--- src/logic/canom_pkg.sv ---
// Package of constants for the CAN operating-mode controller
package canom_pkg;
   // ----------------------------------------------------------------
   // Register offsets (byte addresses)
   // ----------------------------------------------------------------
   localparam logic [7:0] CANOM_CTRL1_OFF = 8'h00;
   localparam logic [7:0] CANOM_CFG2_OFF = 8'h04;
   localparam logic [7:0] CANOM_TXCTL_OFF = 8'h08;
   localparam logic [7:0] CANOM_IRQ_STAT_OFF = 8'h0C;
   localparam logic [7:0] CANOM_IRQ_MASK_OFF = 8'h10;
   localparam logic [7:0] CANOM_ERRCNT_OFF = 8'h14;
   localparam logic [7:0] CANOM_CFG_BASE_OFF = 8'h20;
   localparam int CANOM_CFG_REGS = 6;
   // ----------------------------------------------------------------
   // Field positions
   // ----------------------------------------------------------------
   localparam int CANOM_REQ_LSB = 8;
   localparam int CANOM_STAT_LSB = 5;
   localparam int CANOM_WAKFLT_BIT = 14;
   localparam int CANOM_TX_REQUEST_FLAG_BIT = 0;
   localparam int CANOM_TX_ABORTED_FLAG_BIT = 1;
   localparam int CANOM_IRQ_WAKE = 0;
   localparam int CANOM_IRQ_ABORT = 1;
   localparam int CANOM_IRQ_MODE = 2;
   // ----------------------------------------------------------------
   // Mode codes
   // ----------------------------------------------------------------
   localparam logic [2:0] CANOM_MODE_NORMAL = 3'h0;
   localparam logic [2:0] CANOM_MODE_DISABLE = 3'h1;
   localparam logic [2:0] CANOM_MODE_LOOP = 3'h2;
   localparam logic [2:0] CANOM_MODE_LISTEN = 3'h3;
   localparam logic [2:0] CANOM_MODE_INIT = 3'h4;
   localparam logic [2:0] CANOM_MODE_ALL = 3'h7;
   // ----------------------------------------------------------------
   // Timing and reset values
   // ----------------------------------------------------------------
   localparam int CANOM_IDLE_BITS = 11;
   localparam int CANOM_BIT_RATE_KBPS = 1000;
   localparam int CANOM_CLK_MHZ = 250;
   localparam int CANOM_BIT_CYCLES = (CANOM_CLK_MHZ * 1000) / CANOM_BIT_RATE_KBPS;
   localparam int CANOM_WAKE_FLT_CYCLES = 4;
   localparam logic [2:0] CANOM_RESET_MODE = 3'h4;
endpackage : canom_pkg

--- src/logic/canom_mode_ctrl.sv ---
// Operating-mode controller for a CAN protocol controller
`timescale 1ns/1ps
`default_nettype none
// Notes on behaviour
// RULE1: Software requests a mode through mode_request, control register bits 10:8.
// RULE2: The mode in force reads back in mode_status, bits 7:5, read-only.
// RULE3: Mode and status hold until the bus is idle for 11 recessive bits.
// RULE4: Initialization mode: no traffic, error counters cleared, interrupt flags kept.
// RULE5: Configuration registers are writable only in initialization mode.
// RULE6: Entry to initialization waits until a running transmission ends.
// RULE7: Disable mode: no traffic, wake flag on bus activity, counters kept.
// RULE8: Request 001 waits for idle bus, then enters disable and shows 001.
// RULE9: In disable mode both pins return to general-purpose I/O.
// RULE10: Wake low-pass filter on receive input when wake_lowpass_enable bit 14 set. The code filters only while sleep_in is also high.
// RULE11: Disable during the post-entry idle wait aborts transmission, flags abort.
// RULE12: Request 000 enters normal mode and takes both pins for the bus.
// RULE13: Listen-only: transmit pin released, no error flags or acks, counters frozen.
// RULE14: Request 111 accepts any message and ignores errors.
// RULE15: Loopback ties internal transmit to internal receive and releases both pins.
// RULE16: Initialization, listen-only and loopback codes are 100, 011 and 010.
module canom_mode_ctrl
   import canom_pkg::*;
#(
   parameter logic [2:0] INIT_CODE = CANOM_MODE_INIT,
   parameter logic [2:0] LISTEN_CODE = CANOM_MODE_LISTEN,
   parameter logic [2:0] LOOP_CODE = CANOM_MODE_LOOP
)
(
   // Clock and reset
   input wire logic clk_in,
   input wire logic reset_in,
   // APB slave
   input wire logic psel_in,
   input wire logic penable_in,
   input wire logic pwrite_in,
   input wire logic [7:0] paddr_in,
   input wire logic [31:0] pwdata_in,
   output logic [31:0] prdata_out,
   output logic pready_out,
   output logic pslverr_out,
   // CAN pins
   input wire logic can_rx_pin_in,
   output logic can_tx_pin_out,
   output logic can_tx_pin_oe_out,
   output logic can_rx_pin_own_out,
   // Protocol engine side
   input wire logic engine_tx_in,
   input wire logic tx_busy_in,
   input wire logic tx_err_inc_in,
   input wire logic rx_err_inc_in,
   input wire logic sleep_in,
   output logic engine_rx_out,
   output logic tx_enable_out,
   output logic rx_enable_out,
   output logic ack_err_enable_out,
   output logic accept_all_out,
   output logic tx_start_out,
   // Interrupt
   output logic irq_out
);
   // ----------------------------------------------------------------
   // State and declarations
   // ----------------------------------------------------------------
   typedef enum logic [3:0] {
      CANOM_ST_INIT = 4'b0001,
      CANOM_ST_RUN = 4'b0010,
      CANOM_ST_DIS = 4'b0100,
      CANOM_ST_WAIT = 4'b1000
   } canom_state_t;
   canom_state_t state_reg, state_next;
   logic [2:0] req_reg;
   logic [2:0] mode_reg, mode_next;
   logic wakflt_reg;
   logic tx_request_flag_reg, tx_aborted_flag_reg;
   logic [2:0] irq_stat_reg, irq_mask_reg;
   logic [7:0] tec_reg, rec_reg;
   logic [7:0] bit_cnt_reg;
   logic bit_tick;
   logic [2:0] rx_sync_reg;
   logic rx_level_reg;
   logic [2:0] wake_cnt_reg;
   logic txwait_reg;
   logic bus_idle, idle_raw;
   logic rx_internal;
   logic [31:0] cfg_rdata;
   // ----------------------------------------------------------------
   // APB decode
   // ----------------------------------------------------------------
   wire access = psel_in && penable_in;
   wire wr = access && pwrite_in;
   wire hit_ctrl = paddr_in == CANOM_CTRL1_OFF;
   wire hit_cfg2 = paddr_in == CANOM_CFG2_OFF;
   wire hit_tx = paddr_in == CANOM_TXCTL_OFF;
   wire hit_ist = paddr_in == CANOM_IRQ_STAT_OFF;
   wire hit_imk = paddr_in == CANOM_IRQ_MASK_OFF;
   wire hit_err = paddr_in == CANOM_ERRCNT_OFF;
   wire [7:0] cfg_rel = paddr_in - CANOM_CFG_BASE_OFF;
   wire hit_cfg = paddr_in >= CANOM_CFG_BASE_OFF && cfg_rel[7:2] < 6'(CANOM_CFG_REGS) && cfg_rel[1:0] == 2'h0;
   wire mapped = hit_ctrl | hit_cfg2 | hit_tx | hit_ist | hit_imk | hit_err | hit_cfg;
   wire in_init = mode_reg == INIT_CODE;
   wire cfg_wr_ok = wr && hit_cfg && in_init; // RULE5
   wire cfg2_wr_ok = wr && hit_cfg2 && in_init; // RULE5
   // Reads of the lock-protected store take one wait cycle
   logic rd_wait_reg;
   assign pready_out = !(access && !pwrite_in && hit_cfg && !rd_wait_reg);
   assign pslverr_out = access && (!mapped || (pwrite_in && (hit_cfg || hit_cfg2) && !in_init));
   always_ff @(posedge clk_in) begin
      if (reset_in) begin
         rd_wait_reg <= 1'b0;
      end else begin
         rd_wait_reg <= access && !pwrite_in && hit_cfg && !rd_wait_reg;
      end
   end
   // ----------------------------------------------------------------
   // Configuration store
   // ----------------------------------------------------------------
   canom_cfg_mem u_cfg (
      .clk_in(clk_in),
      .reset_in(reset_in),
      .wr_en_in(cfg_wr_ok),
      .wr_idx_in(cfg_rel[4:2]),
      .wr_data_in(pwdata_in),
      .rd_idx_in(cfg_rel[4:2]),
      .rd_data_out(cfg_rdata)
   );
   // ----------------------------------------------------------------
   // Receive pin synchroniser and bit-rate divider
   // ----------------------------------------------------------------
   always_ff @(posedge clk_in) begin
      if (reset_in) begin
         rx_sync_reg <= 3'h7;
         rx_level_reg <= 1'b1;
         bit_cnt_reg <= 8'h0;
      end else begin
         rx_sync_reg <= {rx_sync_reg[1:0], can_rx_pin_in};
         if (rx_sync_reg[2] == rx_sync_reg[1]) begin
            rx_level_reg <= rx_sync_reg[1];
         end
         bit_cnt_reg <= bit_tick ? 8'h0 : bit_cnt_reg + 8'h1;
      end
   end
   assign bit_tick = bit_cnt_reg == 8'(CANOM_BIT_CYCLES - 1);
   // Loopback feeds the engine its own transmit level
   assign rx_internal = (mode_reg == LOOP_CODE) ? engine_tx_in : rx_level_reg; // RULE15
   assign engine_rx_out = rx_internal;
   canom_idle_det u_idle (
      .clk_in(clk_in),
      .reset_in(reset_in),
      .bit_tick_in(bit_tick),
      .rx_in(rx_internal && mode_next == mode_reg), // RULE11
      .idle_out(idle_raw)
   );
   assign bus_idle = idle_raw && !tx_busy_in; // RULE6
   // ----------------------------------------------------------------
   // Mode state machine
   // ----------------------------------------------------------------
   wire req_change = req_reg != mode_reg;
   always_comb begin
      state_next = state_reg;
      mode_next = mode_reg;
      unique case (state_reg)
         CANOM_ST_INIT, CANOM_ST_RUN, CANOM_ST_DIS: begin
            if (req_change) begin
               state_next = CANOM_ST_WAIT;
            end
         end
         CANOM_ST_WAIT: begin
            if (!req_change || bus_idle) begin // RULE3 RULE8
               mode_next = req_reg;
               state_next = (req_reg == INIT_CODE) ? CANOM_ST_INIT :
                            (req_reg == CANOM_MODE_DISABLE) ? CANOM_ST_DIS : CANOM_ST_RUN;
            end
         end
         default: begin
            state_next = CANOM_ST_INIT;
            mode_next = INIT_CODE;
         end
      endcase
   end
   always_ff @(posedge clk_in) begin
      if (reset_in) begin
         state_reg <= CANOM_ST_INIT;
         mode_reg <= CANOM_RESET_MODE;
      end else begin
         state_reg <= state_next;
         mode_reg <= mode_next; // RULE2 RULE16
      end
   end
   wire entered = mode_next != mode_reg;
   // ----------------------------------------------------------------
   // Mode-dependent controls and pin ownership
   // ----------------------------------------------------------------
   wire m_active = mode_reg != INIT_CODE && mode_reg != CANOM_MODE_DISABLE; // RULE3
   wire m_normal = m_active && mode_reg == CANOM_MODE_NORMAL; // RULE12
   wire m_listen = m_active && mode_reg == LISTEN_CODE; // RULE13
   wire m_all = m_active && mode_reg == CANOM_MODE_ALL; // RULE14
   wire m_loop = m_active && mode_reg == LOOP_CODE;
   wire tx_capable = m_normal || m_loop;
   assign tx_enable_out = tx_capable; // RULE4 RULE7
   assign rx_enable_out = m_normal || m_listen || m_all || m_loop;
   assign ack_err_enable_out = m_normal || m_loop; // RULE13 RULE14
   assign accept_all_out = m_all; // RULE14
   assign can_tx_pin_oe_out = m_normal; // RULE9 RULE13 RULE15
   assign can_tx_pin_out = m_normal ? engine_tx_in : 1'b1;
   assign can_rx_pin_own_out = m_normal || m_listen || m_all; // RULE9 RULE15
   assign tx_start_out = tx_capable && tx_request_flag_reg && !txwait_reg;
   // ----------------------------------------------------------------
   // Transmit request, start wait and abort
   // ----------------------------------------------------------------
   wire tx_wr = wr && hit_tx;
   wire abort = txwait_reg && tx_request_flag_reg && req_reg == CANOM_MODE_DISABLE; // RULE11
   always_ff @(posedge clk_in) begin
      if (reset_in) begin
         tx_request_flag_reg <= 1'b0;
         tx_aborted_flag_reg <= 1'b0;
         txwait_reg <= 1'b0;
      end else begin
         if (entered) begin
            txwait_reg <= 1'b1;
         end else if (idle_raw) begin
            txwait_reg <= 1'b0;
         end
         if (abort) begin
            tx_request_flag_reg <= 1'b0; // RULE11
         end else if (tx_wr) begin
            tx_request_flag_reg <= pwdata_in[CANOM_TX_REQUEST_FLAG_BIT];
         end
         if (abort) begin
            tx_aborted_flag_reg <= 1'b1;
         end else if (tx_wr && pwdata_in[CANOM_TX_ABORTED_FLAG_BIT]) begin
            tx_aborted_flag_reg <= 1'b0;
         end
      end
   end
   // ----------------------------------------------------------------
   // Error counters
   // ----------------------------------------------------------------
   wire cnt_run = m_normal || m_loop; // RULE13
   always_ff @(posedge clk_in) begin
      if (reset_in) begin
         tec_reg <= 8'h0;
         rec_reg <= 8'h0;
      end else if (in_init) begin
         tec_reg <= 8'h0; // RULE4
         rec_reg <= 8'h0;
      end else if (cnt_run) begin
         tec_reg <= (tx_err_inc_in && tec_reg != 8'hFF) ? tec_reg + 8'h1 : tec_reg;
         rec_reg <= (rx_err_inc_in && rec_reg != 8'hFF) ? rec_reg + 8'h1 : rec_reg;
      end
   end
   // ----------------------------------------------------------------
   // Wake detection with optional low-pass filter
   // ----------------------------------------------------------------
   wire filt_on = wakflt_reg && sleep_in; // RULE10
   wire wake_seen = !rx_level_reg && (!filt_on || wake_cnt_reg == 3'(CANOM_WAKE_FLT_CYCLES));
   always_ff @(posedge clk_in) begin
      if (reset_in) begin
         wake_cnt_reg <= 3'h0;
      end else if (rx_level_reg) begin
         wake_cnt_reg <= 3'h0;
      end else if (wake_cnt_reg != 3'(CANOM_WAKE_FLT_CYCLES)) begin
         wake_cnt_reg <= wake_cnt_reg + 3'h1; // RULE10
      end
   end
   // ----------------------------------------------------------------
   // Control registers and interrupt status
   // ----------------------------------------------------------------
   wire [2:0] irq_evt;
   assign irq_evt[CANOM_IRQ_WAKE] = (mode_reg == CANOM_MODE_DISABLE) && wake_seen; // RULE7
   assign irq_evt[CANOM_IRQ_ABORT] = abort;
   assign irq_evt[CANOM_IRQ_MODE] = entered;
   wire [2:0] irq_clr = (wr && hit_ist) ? pwdata_in[2:0] : 3'h0;
   always_ff @(posedge clk_in) begin
      if (reset_in) begin
         req_reg <= CANOM_RESET_MODE;
         wakflt_reg <= 1'b0;
         irq_stat_reg <= 3'h0;
         irq_mask_reg <= 3'h0;
      end else begin
         if (wr && hit_ctrl) begin
            req_reg <= pwdata_in[CANOM_REQ_LSB +: 3]; // RULE1
         end
         if (cfg2_wr_ok) begin
            wakflt_reg <= pwdata_in[CANOM_WAKFLT_BIT];
         end
         irq_stat_reg <= (irq_stat_reg & ~irq_clr) | irq_evt; // RULE4
         if (wr && hit_imk) begin
            irq_mask_reg <= pwdata_in[2:0];
         end
      end
   end
   assign irq_out = |(irq_stat_reg & irq_mask_reg);
   // ----------------------------------------------------------------
   // Read data mux
   // ----------------------------------------------------------------
   wire [31:0] rd_ctrl = {21'h0, req_reg, mode_reg, 5'h0}; // RULE2
   wire [31:0] rd_cfg2 = {17'h0, wakflt_reg, 14'h0};
   wire [31:0] rd_tx = {30'h0, tx_aborted_flag_reg, tx_request_flag_reg};
   wire [31:0] rd_err = {16'h0, rec_reg, tec_reg};
   assign prdata_out = hit_ctrl ? rd_ctrl :
                       hit_cfg2 ? rd_cfg2 :
                       hit_tx ? rd_tx :
                       hit_ist ? {29'h0, irq_stat_reg} :
                       hit_imk ? {29'h0, irq_mask_reg} :
                       hit_err ? rd_err :
                       hit_cfg ? cfg_rdata : 32'h0;
endmodule : canom_mode_ctrl
`default_nettype wire

--- src/logic/canom_idle_det.sv ---
// Bus-idle detector counting consecutive recessive bit times
`timescale 1ns/1ps
`default_nettype none
module canom_idle_det
   import canom_pkg::*;
(
   // Clock and reset
   input wire logic clk_in,
   input wire logic reset_in,
   // Bit-rate enable and receive level
   input wire logic bit_tick_in,
   input wire logic rx_in,
   // Idle indication
   output logic idle_out
);
   logic [3:0] count_reg;
   logic [3:0] count_next;
   // Count recessive bit samples, restart on any dominant level
   assign count_next = !rx_in ? 4'h0 :
                       (bit_tick_in && count_reg != 4'(CANOM_IDLE_BITS)) ? count_reg + 4'h1 : count_reg;
   always_ff @(posedge clk_in) begin
      if (reset_in) begin
         count_reg <= 4'h0;
      end else begin
         count_reg <= count_next;
      end
   end
   assign idle_out = (count_reg == 4'(CANOM_IDLE_BITS));
endmodule : canom_idle_det
`default_nettype wire

--- src/logic/canom_cfg_mem.sv ---
// Small lock-protected configuration register store
`timescale 1ns/1ps
`default_nettype none
module canom_cfg_mem
   import canom_pkg::*;
(
   // Clock and reset
   input wire logic clk_in,
   input wire logic reset_in,
   // Write port
   input wire logic wr_en_in,
   input wire logic [2:0] wr_idx_in,
   input wire logic [31:0] wr_data_in,
   // Read port
   input wire logic [2:0] rd_idx_in,
   output logic [31:0] rd_data_out
);
   logic [31:0] mem_reg [CANOM_CFG_REGS];
   // One storage word per configuration register
   genvar i;
   generate
      for (i = 0; i < CANOM_CFG_REGS; i++) begin : g_word
         always_ff @(posedge clk_in) begin
            if (reset_in) begin
               mem_reg[i] <= 32'h0;
            end else if (wr_en_in && wr_idx_in == 3'(i)) begin
               mem_reg[i] <= wr_data_in;
            end
         end
      end
   endgenerate
   // Registered read data
   always_ff @(posedge clk_in) begin
      if (reset_in) begin
         rd_data_out <= 32'h0;
      end else begin
         rd_data_out <= (rd_idx_in < 3'(CANOM_CFG_REGS)) ? mem_reg[rd_idx_in] : 32'h0;
      end
   end
endmodule : canom_cfg_mem
`default_nettype wire

--- config.mk ---
export PLATFORM = sky130hd
export DESIGN_NAME = canom_mode_ctrl
export DESIGN_NICKNAME = d
export VERILOG_FILES = /design/src/logic/canom_pkg.sv /design/src/logic/canom_mode_ctrl.sv /design/src/logic/canom_idle_det.sv /design/src/logic/canom_cfg_mem.sv
export SDC_FILE = /design/constraint.sdc
export NUM_CORES = 1
export LEC_CHECK = 0
export ABC_AREA = 1
export BUFFER_PORTS_ARGS = -buffer_cell sky130_fd_sc_hd__buf_4
export CORE_ASPECT_RATIO = 1.1
export CORE_MARGIN = 8
export CORE_UTILIZATION = 35
export DETAILED_ROUTE_END_ITERATION = 10
export PLACE_DENSITY = 0.55
export SYNTH_ARGS = -nofsm -noshare
export SYNTH_HDL_FRONTEND = slang
export SYNTH_HIERARCHICAL = 1
export SYNTH_SLANG_ARGS = --single-unit
export TNS_END_PERCENT = 20
--- constraint.sdc ---
create_clock -name clk_in -period 2.55 [get_ports clk_in]
set_input_delay 0.255 -clock clk_in [delete_from_list [all_inputs] [get_ports clk_in]]
set_output_delay 0.255 -clock clk_in [all_outputs]
set_load 0.05 [all_outputs]
Word-level counts from Yosys, hierarchy flattened
Memory sizes are Yosys's and may differ from the RTL's. A register that Yosys moved wholly into a read port is not among the register bits.
Index checks and enable logic that the tools add are counted.
{"block": "word_totals", "register_bits": 56, "ramBits": 192, "input_bits": 51, "out_inout_bits": 44, "word_cells": 205, "memories": 1}
{"memory": "u_cfg.mem_reg", "depth": 6, "width": 32, "read_ports": 1, "rd_ports_with_merged_regs": 1, "wr": 6, "line_no": "canom_cfg_mem.sv:18", "rtl": "logic [31:0] mem_reg [CANOM_CFG_REGS];"}
{"block": "op_classes", "add_sub_neg": 6, "order_cmp": 3, "eq_ne": 36, "muxes": 47, "bitwise": 18, "n_reduce_logical": 77}
{"op": "$mux 32", "n": 13}
{"op": "$logic_and 1x1->1", "n": 42}
{"op": "$mux 1", "n": 26}
{"op": "$add 8x1->8 const B", "n": 3}
{"op": "$eq 3x3->1 const B", "n": 6}
{"op": "$eq 8x4->1 const B", "n": 2}
{"op": "$eq 8x5->1 const B", "n": 2}
{"op": "$ne 8x8->1 const B", "n": 2}
{"op": "$eq 3x2->1 const B", "n": 4}
{"op": "$mux 3", "n": 4}
{"op": "$or 1x1->1", "n": 12}
{"op": "$reduce_or 2->1", "n": 6}
{"op": "$logic_not 1->1", "n": 10}
{"op": "$eq 3x1->1 const B", "n": 3}
{"op": "$eq 4x4->1 const B", "n": 2}
{"op": "$eq 8x3->1 const B", "n": 1}
{"op": "$eq 8x8->1 const B", "n": 1}
{"op": "$ge 8x6->1 const B", "n": 1}
{"op": "$logic_not 8->1", "n": 1}
{"op": "$logic_or 1x1->1", "n": 8}
{"op": "$mux 4", "n": 2}
{"op": "$pmux 4 s2", "n": 1}
{"op": "$sub 8x6->8 const B", "n": 1}
{"op": "$and 3x3->3", "n": 2}
{"op": "23 further kinds", "n": 32}

Longest topological paths before layout
Gate-level depths: netlist (run 1).
{"block": "logic_depth", "depth_word": 11, "mapped_depth": 17}

By module
The synthesis (run 1) kept the hierarchy.
{"module": "canom_cfg_mem", "n_inst": 1, "cells_per_inst": 1044, "area_per_inst_um2": 9716.8}
{"module": "canom_mode_ctrl", "n_inst": 1, "cells_per_inst": 491, "area_per_inst_um2": 3295.7}
{"module": "canom_idle_det", "n_inst": 1, "cells_per_inst": 28, "area_per_inst_um2": 219.0}

Worst setup path before layout (run 1)
No wires, ideal clock.
{"block": "synth_path", "kind": "input to register", "start": "in paddr_in[5]", "end": "mem u_cfg.mem_reg[2][0] (enable)", "arrival_ps": 2274, "required_time_ps": 2161, "path_slack_ps": -113, "stages": 10, "path_cell_list": "inv_1 > ha_1 > nand3_1 > nor2_1 > nand2_2 > nor3_1 > inv_1 > nor2_4 > nand3_1 > nand2_1"}
{"element": "start, declared", "line_no": "canom_mode_ctrl.sv:36", "rtl": "input wire logic [7:0] paddr_in,"}
{"element": "end, declared", "line_no": "canom_cfg_mem.sv:18"}

Worst setup path in the final report (run 1)
{"block": "layout_path", "start": "in paddr_in[5]", "end": "out prdata_out[13]"}
{"block": "layout_between", "elab_chain_cells": 11, "elab_cells_between_ends": 18, "classes_between": "add/sub (1); order compare (2); eq/ne (5); mux (7); reduce/logical (3)"}
{"element": "$sub 8x6->8", "line_no": "canom_mode_ctrl.sv:97", "rtl": "wire [7:0] cfg_rel = paddr_in - CANOM_CFG_BASE_OFF;"}
{"element": "$lt 6x3->1", "line_no": "canom_mode_ctrl.sv:98", "rtl": "wire hit_cfg = paddr_in >= CANOM_CFG_BASE_OFF && cfg_rel[7:2] < 6'(CANOM_CFG_REGS) && cfg_rel[1:0] == 2'h0;"}
{"element": "$logic_and 1x1->1 (2 in a row)", "line_no": "canom_mode_ctrl.sv:98"}
{"element": "$mux 32", "line_no": "canom_mode_ctrl.sv:306", "rtl": "hit_cfg ? cfg_rdata : 32'h0;"}
{"element": "$mux 32", "line_no": "canom_mode_ctrl.sv:305", "rtl": "hit_err ? rd_err :"}
{"element": "$mux 32", "line_no": "canom_mode_ctrl.sv:304", "rtl": "hit_imk ? {29'h0, irq_mask_reg} :"}
{"element": "$mux 32", "line_no": "canom_mode_ctrl.sv:303", "rtl": "hit_ist ? {29'h0, irq_stat_reg} :"}
{"element": "$mux 32", "line_no": "canom_mode_ctrl.sv:302", "rtl": "hit_tx ? rd_tx :"}
{"element": "$mux 32", "line_no": "canom_mode_ctrl.sv:301", "rtl": "hit_cfg2 ? rd_cfg2 :"}
{"element": "$mux 32 (*)", "line_no": "canom_mode_ctrl.sv:300", "rtl": "assign prdata_out = hit_ctrl ? rd_ctrl :"}
{"element": "end, declared", "line_no": "canom_mode_ctrl.sv:38", "rtl": "output logic [31:0] prdata_out,"}
Mark *: on every way between the ends. The rest lies on a longest branch, timed or not.

==> impl_metrics.py, run 1 <==
metrics = {
    "outcome": {
        "status": "finished clean",
    },
    "pwr": {
        "power.share.sequential_pct": 44.6,
        "power_frac_comb_pct": 15.0,
        "switching_power_mw": 3.04,
        "switching_share_pct": 26.5,
        "total_power_mw": 11.5,
        "clockPowerShare_pct": 40.4,
        "power_density_nw_per_um2": 726,
        "p_leak_nw": 6.94,
        "p_int_mw": 8.43,
        "ir_drop_v": 0.000493,
    },
    "placed_design": {
        "portBuffers": 94,
        "dp_cells": 2128,
        "hpwl_um": 23000,
        "gp_congestion": 0.875,
    },
    "grt": {
        "grtUsageTotal_pct": 14.9,
        "grt_overflow": 0,
        "grt_pass1_vias": 9818,
        "grt_start_max_net_pins": 36,
        "grt_pass1_wl_um": 53400,
        "antenna_found_initial": 0,
    },
    "timing": {
        "whs_ns": 0.0263,
        "grt_setup_unrepaired": "no",
        "clock-skew-final_ns": 0.0165,
        "finalHoldViolations": 0,
        "slew_headroom_pct": 66.4,
        "tightest_slew_ns": 0.500,
        "fin_crit_sh_pct": 88.8,
        "timing.fmax_mhz": 442,
        "slew_violations": 0,
        "finalSetupViolations": 0,
        "post-route-min-period_ns": 2.26,
    },
    "setup_path": {
        "cp-start-kind": "input pin",
        "cp_top_family": "buffers and inverters",
        "r2r_start": "u_idle/count_reg[0]$_SDFFE_PP0P_",
        "r2r_setup_slack_ns": 0.31,
        "crit_chain": "buf_4 -> inv_1 -> ha_1 -> nand3_1 -> nor2_1 -> nand2_2 -> buf_4 -> inv_2 -> buf_4 -> nand2_1 -> a21oi_1 -> buf_4",
        "startpoint": "paddr_in[5]",
        "end_kind": "output port",
        "arrival_ns": 2.01,
        "path_common_cell": "buf_4",
        "cp_slowest_cell": "ha_1",
        "crit_type": "in2out",
        "critPathBufInv": 6,
        "slowest_delay_ns": 0.26,
        "path_max_fanout": 18,
        "required_ns": 2.30,
    },
    "logic_synthesis": {
        "async_flop_share_pct": 0,
        "synth_area_um2": 13200,
        "yosysSeqAreaShare_pct": 56.9,
        "synth_top_area_cell": "edfxtp_1",
        "ys_ff_latch": 280,
        "synth_area_leaders": "edfxtp_1 44%, dfxtp_1 13%, nor2_1 8.9%",
        "ys_types": 48,
        "syn_nets": 1622,
        "yosys_warnings": 6,
        "synth_compound_area_share_pct": 6.67,
        "avgSynthCellArea_um2": 8.47,
        "yosys.area_share.xor_xnor_pct": 0.794,
        "synth_cells": 1563,
        "synth_top_cell_area_share_pct": 43.6,
        "synth_edf_count": 192,
        "synthSimpleGateAreaFrac_pct": 25.0,
        "synth_top_family_by_area": "simple AND/OR/NAND/NOR gates",
        "synthAdderAreaFrac_pct": 0.757,
        "ys.flop_type": "edfxtp_1",
        "synthMuxAreaShare_pct": 0,
    },
    "cells_and_area": {
        "instances_no_fill": 2189,
        "drive_above_1_share_pct": 14.0,
        "num_antenna_cells": 0,
        "largest_register_ffs": 192,
        "syn_to_final_growth_pct": 19.4,
        "nNetsFinal": 1730,
    },
    "route": {
        "drt_first_pass_iters": 5,
        "drt_iter0_drc": 702,
        "via_per_inst": 4.68,
        "ant_nets": 0,
        "post-route-drc-count": 0,
        "wl_per_cell_um": 15.5,
        "vias": 10200,
        "drt_wl_total_um": 33900,
    },
    "floorplan": {
        "core_area_um2": 37200,
        "dieHeight_um": 220,
        "die_w_um": 201,
        "start_util_pct": 35.5,
        "io_pins": 95,
        "die_area_um2": 44300,
        "rows": 74,
    },
    "min_path": {
        "holdCritPathClass": "in2reg",
        "hp-start": "pwdata_in[8]",
    },
    "clocking": {
        "clkSinkCount": 280,
        "path_clk_slew_ns": 0.06,
        "cts_inserted_buffers": 31,
        "worstSkewPairLatency_ns": 0.56,
        "clockBufferDepth": 3,
        "cts-root-buf": "clkbuf_16",
        "cts_tree": "done",
        "cts_max_level": 1,
    },
    "flow_run": {
        "maxCapViolCount": 0,
    },
}
synthesized netlist by cell type (9+ instances only):
cell type / number
nor2_1: 315
nand3_1: 97
nand4_1: 15
buf_2: 41
xor2_1: 9
a21oi_1: 68
inv_1: 252
clkbuf_1: 20
nor3_1: 9
o21ai_0: 55
nand2_1: 300
inv_2: 10
dfxtp_1: 88
edfxtp_1: 192
cell usage in the layout (no fill, tap or decap), drive strengths merged, types with 5 or more instances in the layout:
master and n:
nand4 15, nor3 13, edfxtp 192, inv 264
xor2 9, o221ai 6, nor2 326, o211ai 9
o21ai 60, nand3 102, a21oi 69, clkbuf 43
nand2 308, dfxtp 88, buf 137, clkinv 7
bufinv 5, ha 8
tightest hold or removal path: stages:
cell and delay (ns):
buf_4 0.10, o21ai_0 0.08, a21oi_1 0.11
timing repair:
action | 4_1_cts | 5_1_grt
endpoints found under the setup margin | 0 | 0
resized for setup | 0 | 0
buffers inserted | 0 | 0
hold endpoints to repair | 4 | 0
hold buffers | 4 | 0
path summary, 6_finish.rpt:
kind / endpoint / depth (start not counted)
worst max-delay path: prdata_out[13] / 12
worst min-delay path: req_reg[0]$_SDFFE_PP0P_ / 3
worst max register to register: u_idle/count_reg[2]$_SDFFE_PP0P_ / 15
worst min register to register: rx_sync_reg[1]$_SDFF_PP1_ / 1
kinds of logic (layout without fill, tap and decap cells):
kind of cell / Yosys count / count (layout)
simple gates: 776 / 776
fa+ha+maj: 8 / 8
flops: 280 / 280
compound gates: 158 / 158
buf+inv: 329 / 461
xor+xnor: 12 / 12
metal layers:
metal  wire [um]  vias up  track usage [%]
li1            -     5181                -
met1       15500     4785             19.6
met2       16100      233             25.5
met3        1700       42             2.63
met4         550        0             3.22
met5           0        -                0
final cells by class:
type | instances | area [um2]
Inverter | 263 | 990
Sequential cell | 280 | 7530
Clock inverter | 14 | 199
Fill cell | 3685 | 21400
Timing Repair Buffer | 141 | 1190
Multi-Input combinational cell | 954 | 4400
Tap cell | 494 | 618
Clock buffer | 43 | 865
metrics by stage:
stage	instance area [um2]	TNS [ns]	utilization [%]	setup WS (ns)
global placement	14700	0	39.5	0.244
CTS	15800	0	42.4	0.284
detailed placement	14700	0	39.5	0.274
floorplan	13200	-12.93	-	-0.113
finish	15800	0	42.4	0.285
global route	15800	0	42.4	0.0856
power by group through the flow:
stage | registers [mW] | logic, mW | clock network, mW
2_1_floorplan | 5.19 | 1.22 | 0
3_3_place_gp | 5.20 | 1.72 | 0
3_5_place_dp | 5.21 | 1.72 | 0
4_1_cts | 5.11 | 1.74 | 4.75
5_1_grt | 5.13 | 1.90 | 4.93
6_report | 5.11 | 1.72 | 4.64
No activity file was read; power rests on OpenSTA's default activity.
==> inputs of run 2 (changes only) <==
--- a/config.mk
+++ b/config.mk
@@ -5,7 +5,7 @@
 export SDC_FILE = /design/constraint.sdc
 export NUM_CORES = 1
 export LEC_CHECK = 0
-export ABC_AREA = 1
+export ABC_AREA = 0
 export BUFFER_PORTS_ARGS = -buffer_cell sky130_fd_sc_hd__buf_4
 export CORE_ASPECT_RATIO = 1.1
 export CORE_MARGIN = 8
==> impl_metrics.py, run 2 <==
metrics = {
    "route": {
        "drt_iter0_drc": 435,
        "vias": 8480,
        "via_per_inst": 4.96,
        "wl_per_cell_um": 18.9,
        "drt_first_pass_iters": 6,
        "ant_nets": 0,
        "post-route-drc-count": 0,
        "drt_wl_total_um": 32300,
    },
    "logic_synthesis": {
        "yosysSeqAreaShare_pct": 58.6,
        "synth_common_cells": "209 x and2_1, 192 x edfxtp_1, 88 x dfxtp_1, 49 x nor2_1, 45 x nor3_1",
        "ys.flop_type": "edfxtp_1",
        "yosys_warnings": 6,
        "async_flop_share_pct": 0,
        "synth_area_um2": 12800,
        "synth_top_cell_area_share_pct": 44.9,
        "synth_most_common_cell": "and2_1",
        "ys_ff_latch": 280,
        "synth_top_area_cell": "edfxtp_1",
        "ys_types": 69,
        "synth_edf_count": 192,
        "avgSynthCellArea_um2": 12.0,
        "syn_nets": 1131,
        "synth_area_leaders": "edfxtp_1 45%, dfxtp_1 14%, and2_1 10%",
        "synth_cells": 1072,
    },
    "grt": {
        "grt_overflow": 0,
        "grt_pass1_vias": 8808,
        "antenna_found_initial": 1,
        "grt_start_max_net_pins": 111,
        "grt_pass1_wl_um": 50000,
        "grtUsageTotal_pct": 14.7,
    },
    "timing": {
        "finalSetupTns_ns": 0,
        "timing.fmax_mhz": 426,
        "finalSetupViolations": 0,
        "clock-skew-final_ns": 0.0166,
        "fin_crit_sh_pct": 92.0,
        "post-route-min-period_ns": 2.35,
        "slew_headroom_pct": 56.6,
        "tightest_slew_ns": 0.652,
        "finalHoldViolations": 0,
        "slew_violations": 0,
        "whs_ns": 0.0253,
        "grt_setup_unrepaired": "no",
        "fin_ws_ns": 0.203,
    },
    "setup_path": {
        "crit_chain": "buf_4 -> or2_1 -> clkinv_2 -> nand2_1 -> mux2_2 -> buf_4",
        "path_max_fanout": 10,
        "critPathBufInv": 3,
        "arrival_ns": 2.09,
        "worst-path-stages": 6,
        "path_common_cell": "buf_4",
        "cp_top_family": "buffers and inverters",
        "r2r_cells": 7,
        "end_kind": "output port",
        "slowest_delay_ns": 0.34,
        "cp_slowest_cell": "mux2_2",
        "cp-start-kind": "flop",
        "crit_type": "reg2out",
        "required_ns": 2.30,
    },
    "floorplan": {
        "die_w_um": 199,
        "core_area_um2": 36200,
        "rows": 73,
        "die_area_um2": 43100,
        "dieHeight_um": 217,
        "io_pins": 95,
        "start_util_pct": 35.5,
    },
    "pwr": {
        "power.share.sequential_pct": 49.9,
        "power_density_nw_per_um2": 646,
        "switching_share_pct": 22.0,
        "power_frac_comb_pct": 6.7,
        "ir_drop_v": 0.000506,
        "clockPowerShare_pct": 43.4,
        "p_int_mw": 7.87,
        "total_power_mw": 10.1,
        "switching_power_mw": 2.22,
        "p_leak_nw": 5.95,
    },
    "min_path": {
        "holdCritPathClass": "in2reg",
        "hold_depth": 2,
    },
    "clocking": {
        "cts_inserted_buffers": 31,
        "cts_max_level": 1,
        "cts-root-buf": "clkbuf_16",
        "worstSkewPairLatency_ns": 0.56,
        "path_clk_slew_ns": 0.06,
        "clkSinkCount": 280,
        "cts_tree": "done",
        "clockBufferDepth": 3,
    },
    "cells_and_area": {
        "final_area_um2": 15600,
        "fin_util_pct": 43.2,
        "instances_no_fill": 1709,
        "drive_above_1_share_pct": 21.4,
        "final_cell_mix": "209 x and2_1, 192 x edfxtp_1, 130 x buf_4, 88 x dfxtp_1, 48 x nor2_1",
        "nNetsFinal": 1256,
        "largest_register_ffs": 192,
        "num_antenna_cells": 0,
        "layout_commonest_cell": "and2_1",
        "syn_to_final_growth_pct": 21.6,
    },
    "placed_design": {
        "place_area_um2": 14400,
        "portBuffers": 94,
        "hpwl_um": 20400,
        "gp_congestion": 0.785,
        "dp_cells": 1632,
        "pre_cts_ws_ns": 0.0228,
    },
    "flow_run": {
        "maxCapViolCount": 0,
    },
    "outcome": {
        "status": "finished clean",
    },
}
## run 2: final timing paths
kind	start	endpoint	slack (ns)
worst max-delay path	mode_reg[0]$_SDFF_PP0_	engine_rx_out	0.20
worst min-delay path	pwdata_in[13]	u_cfg/mem_reg[5][13]$_SDFFCE_PN0P_	0.03
worst max register to register	mode_reg[2]$_SDFF_PP1_	u_cfg/mem_reg[1][0]$_SDFFCE_PN0P_	0.23
worst min register to register	rx_sync_reg[0]$_SDFF_PP1_	rx_sync_reg[1]$_SDFF_PP1_	0.41
## run 2: layer usage
layer | global-route usage (%) | vias up | wire (um)
met5 | 0 | - | 0
met4 | 4.00 | 0 | 511
met3 | 2.50 | 34 | 1590
met2 | 25.2 | 180 | 15500
met1 | 19.0 | 4164 | 14700
li1 | - | 4102 | -
## run 2: worst register-to-register path, stage by stage, from the launching register on
cell and delay [ns]:
dfxtp_1 0.34, nor3b_1 0.21, buf_4 0.17, and3_1 0.32
or3b_1 0.54, nor2_2 0.17, buf_4 0.27, and2_1 0.17
## run 2: repair_timing
item / in CTS / in global routing
gates resized for setup: 0 / 0
hold buffers: 19 / 0
endpoints found under the hold margin: 61 / 0
setup buffers: 0 / 0
## run 2: final cells by class
cell class | instances | area, um2
Clock buffer | 43 | 841
Fill cell | 3390 | 20600
Tap cell | 487 | 609
Multi-Input combinational cell | 702 | 4980
Inverter | 20 | 76.3
Clock inverter | 15 | 151
Timing Repair Buffer | 162 | 1430
Sequential cell | 280 | 7530
## run 2: power by group through the flow
stage	combinational [mW]	sequential, mW	clock, mW
after detailed placement	0.666	5.13	0
after CTS	0.694	5.04	4.49
after floorplan	0.369	5.11	0
after global placement	0.661	5.13	0
after global routing	0.739	5.05	4.67
final	0.681	5.03	4.38
## run 2: cells by family after synthesis
kind of cell	after synthesis	synth area share, %
adder cells (fa/ha/maj)	8	0.779
AND/OR/NAND/NOR	418	18.9
XOR/XNOR	23	1.57
buffers and inverters	90	3.04
multiplexers	107	9.07
flip-flops	280	58.6
AO/OA/AOI/OAI	146	8.09
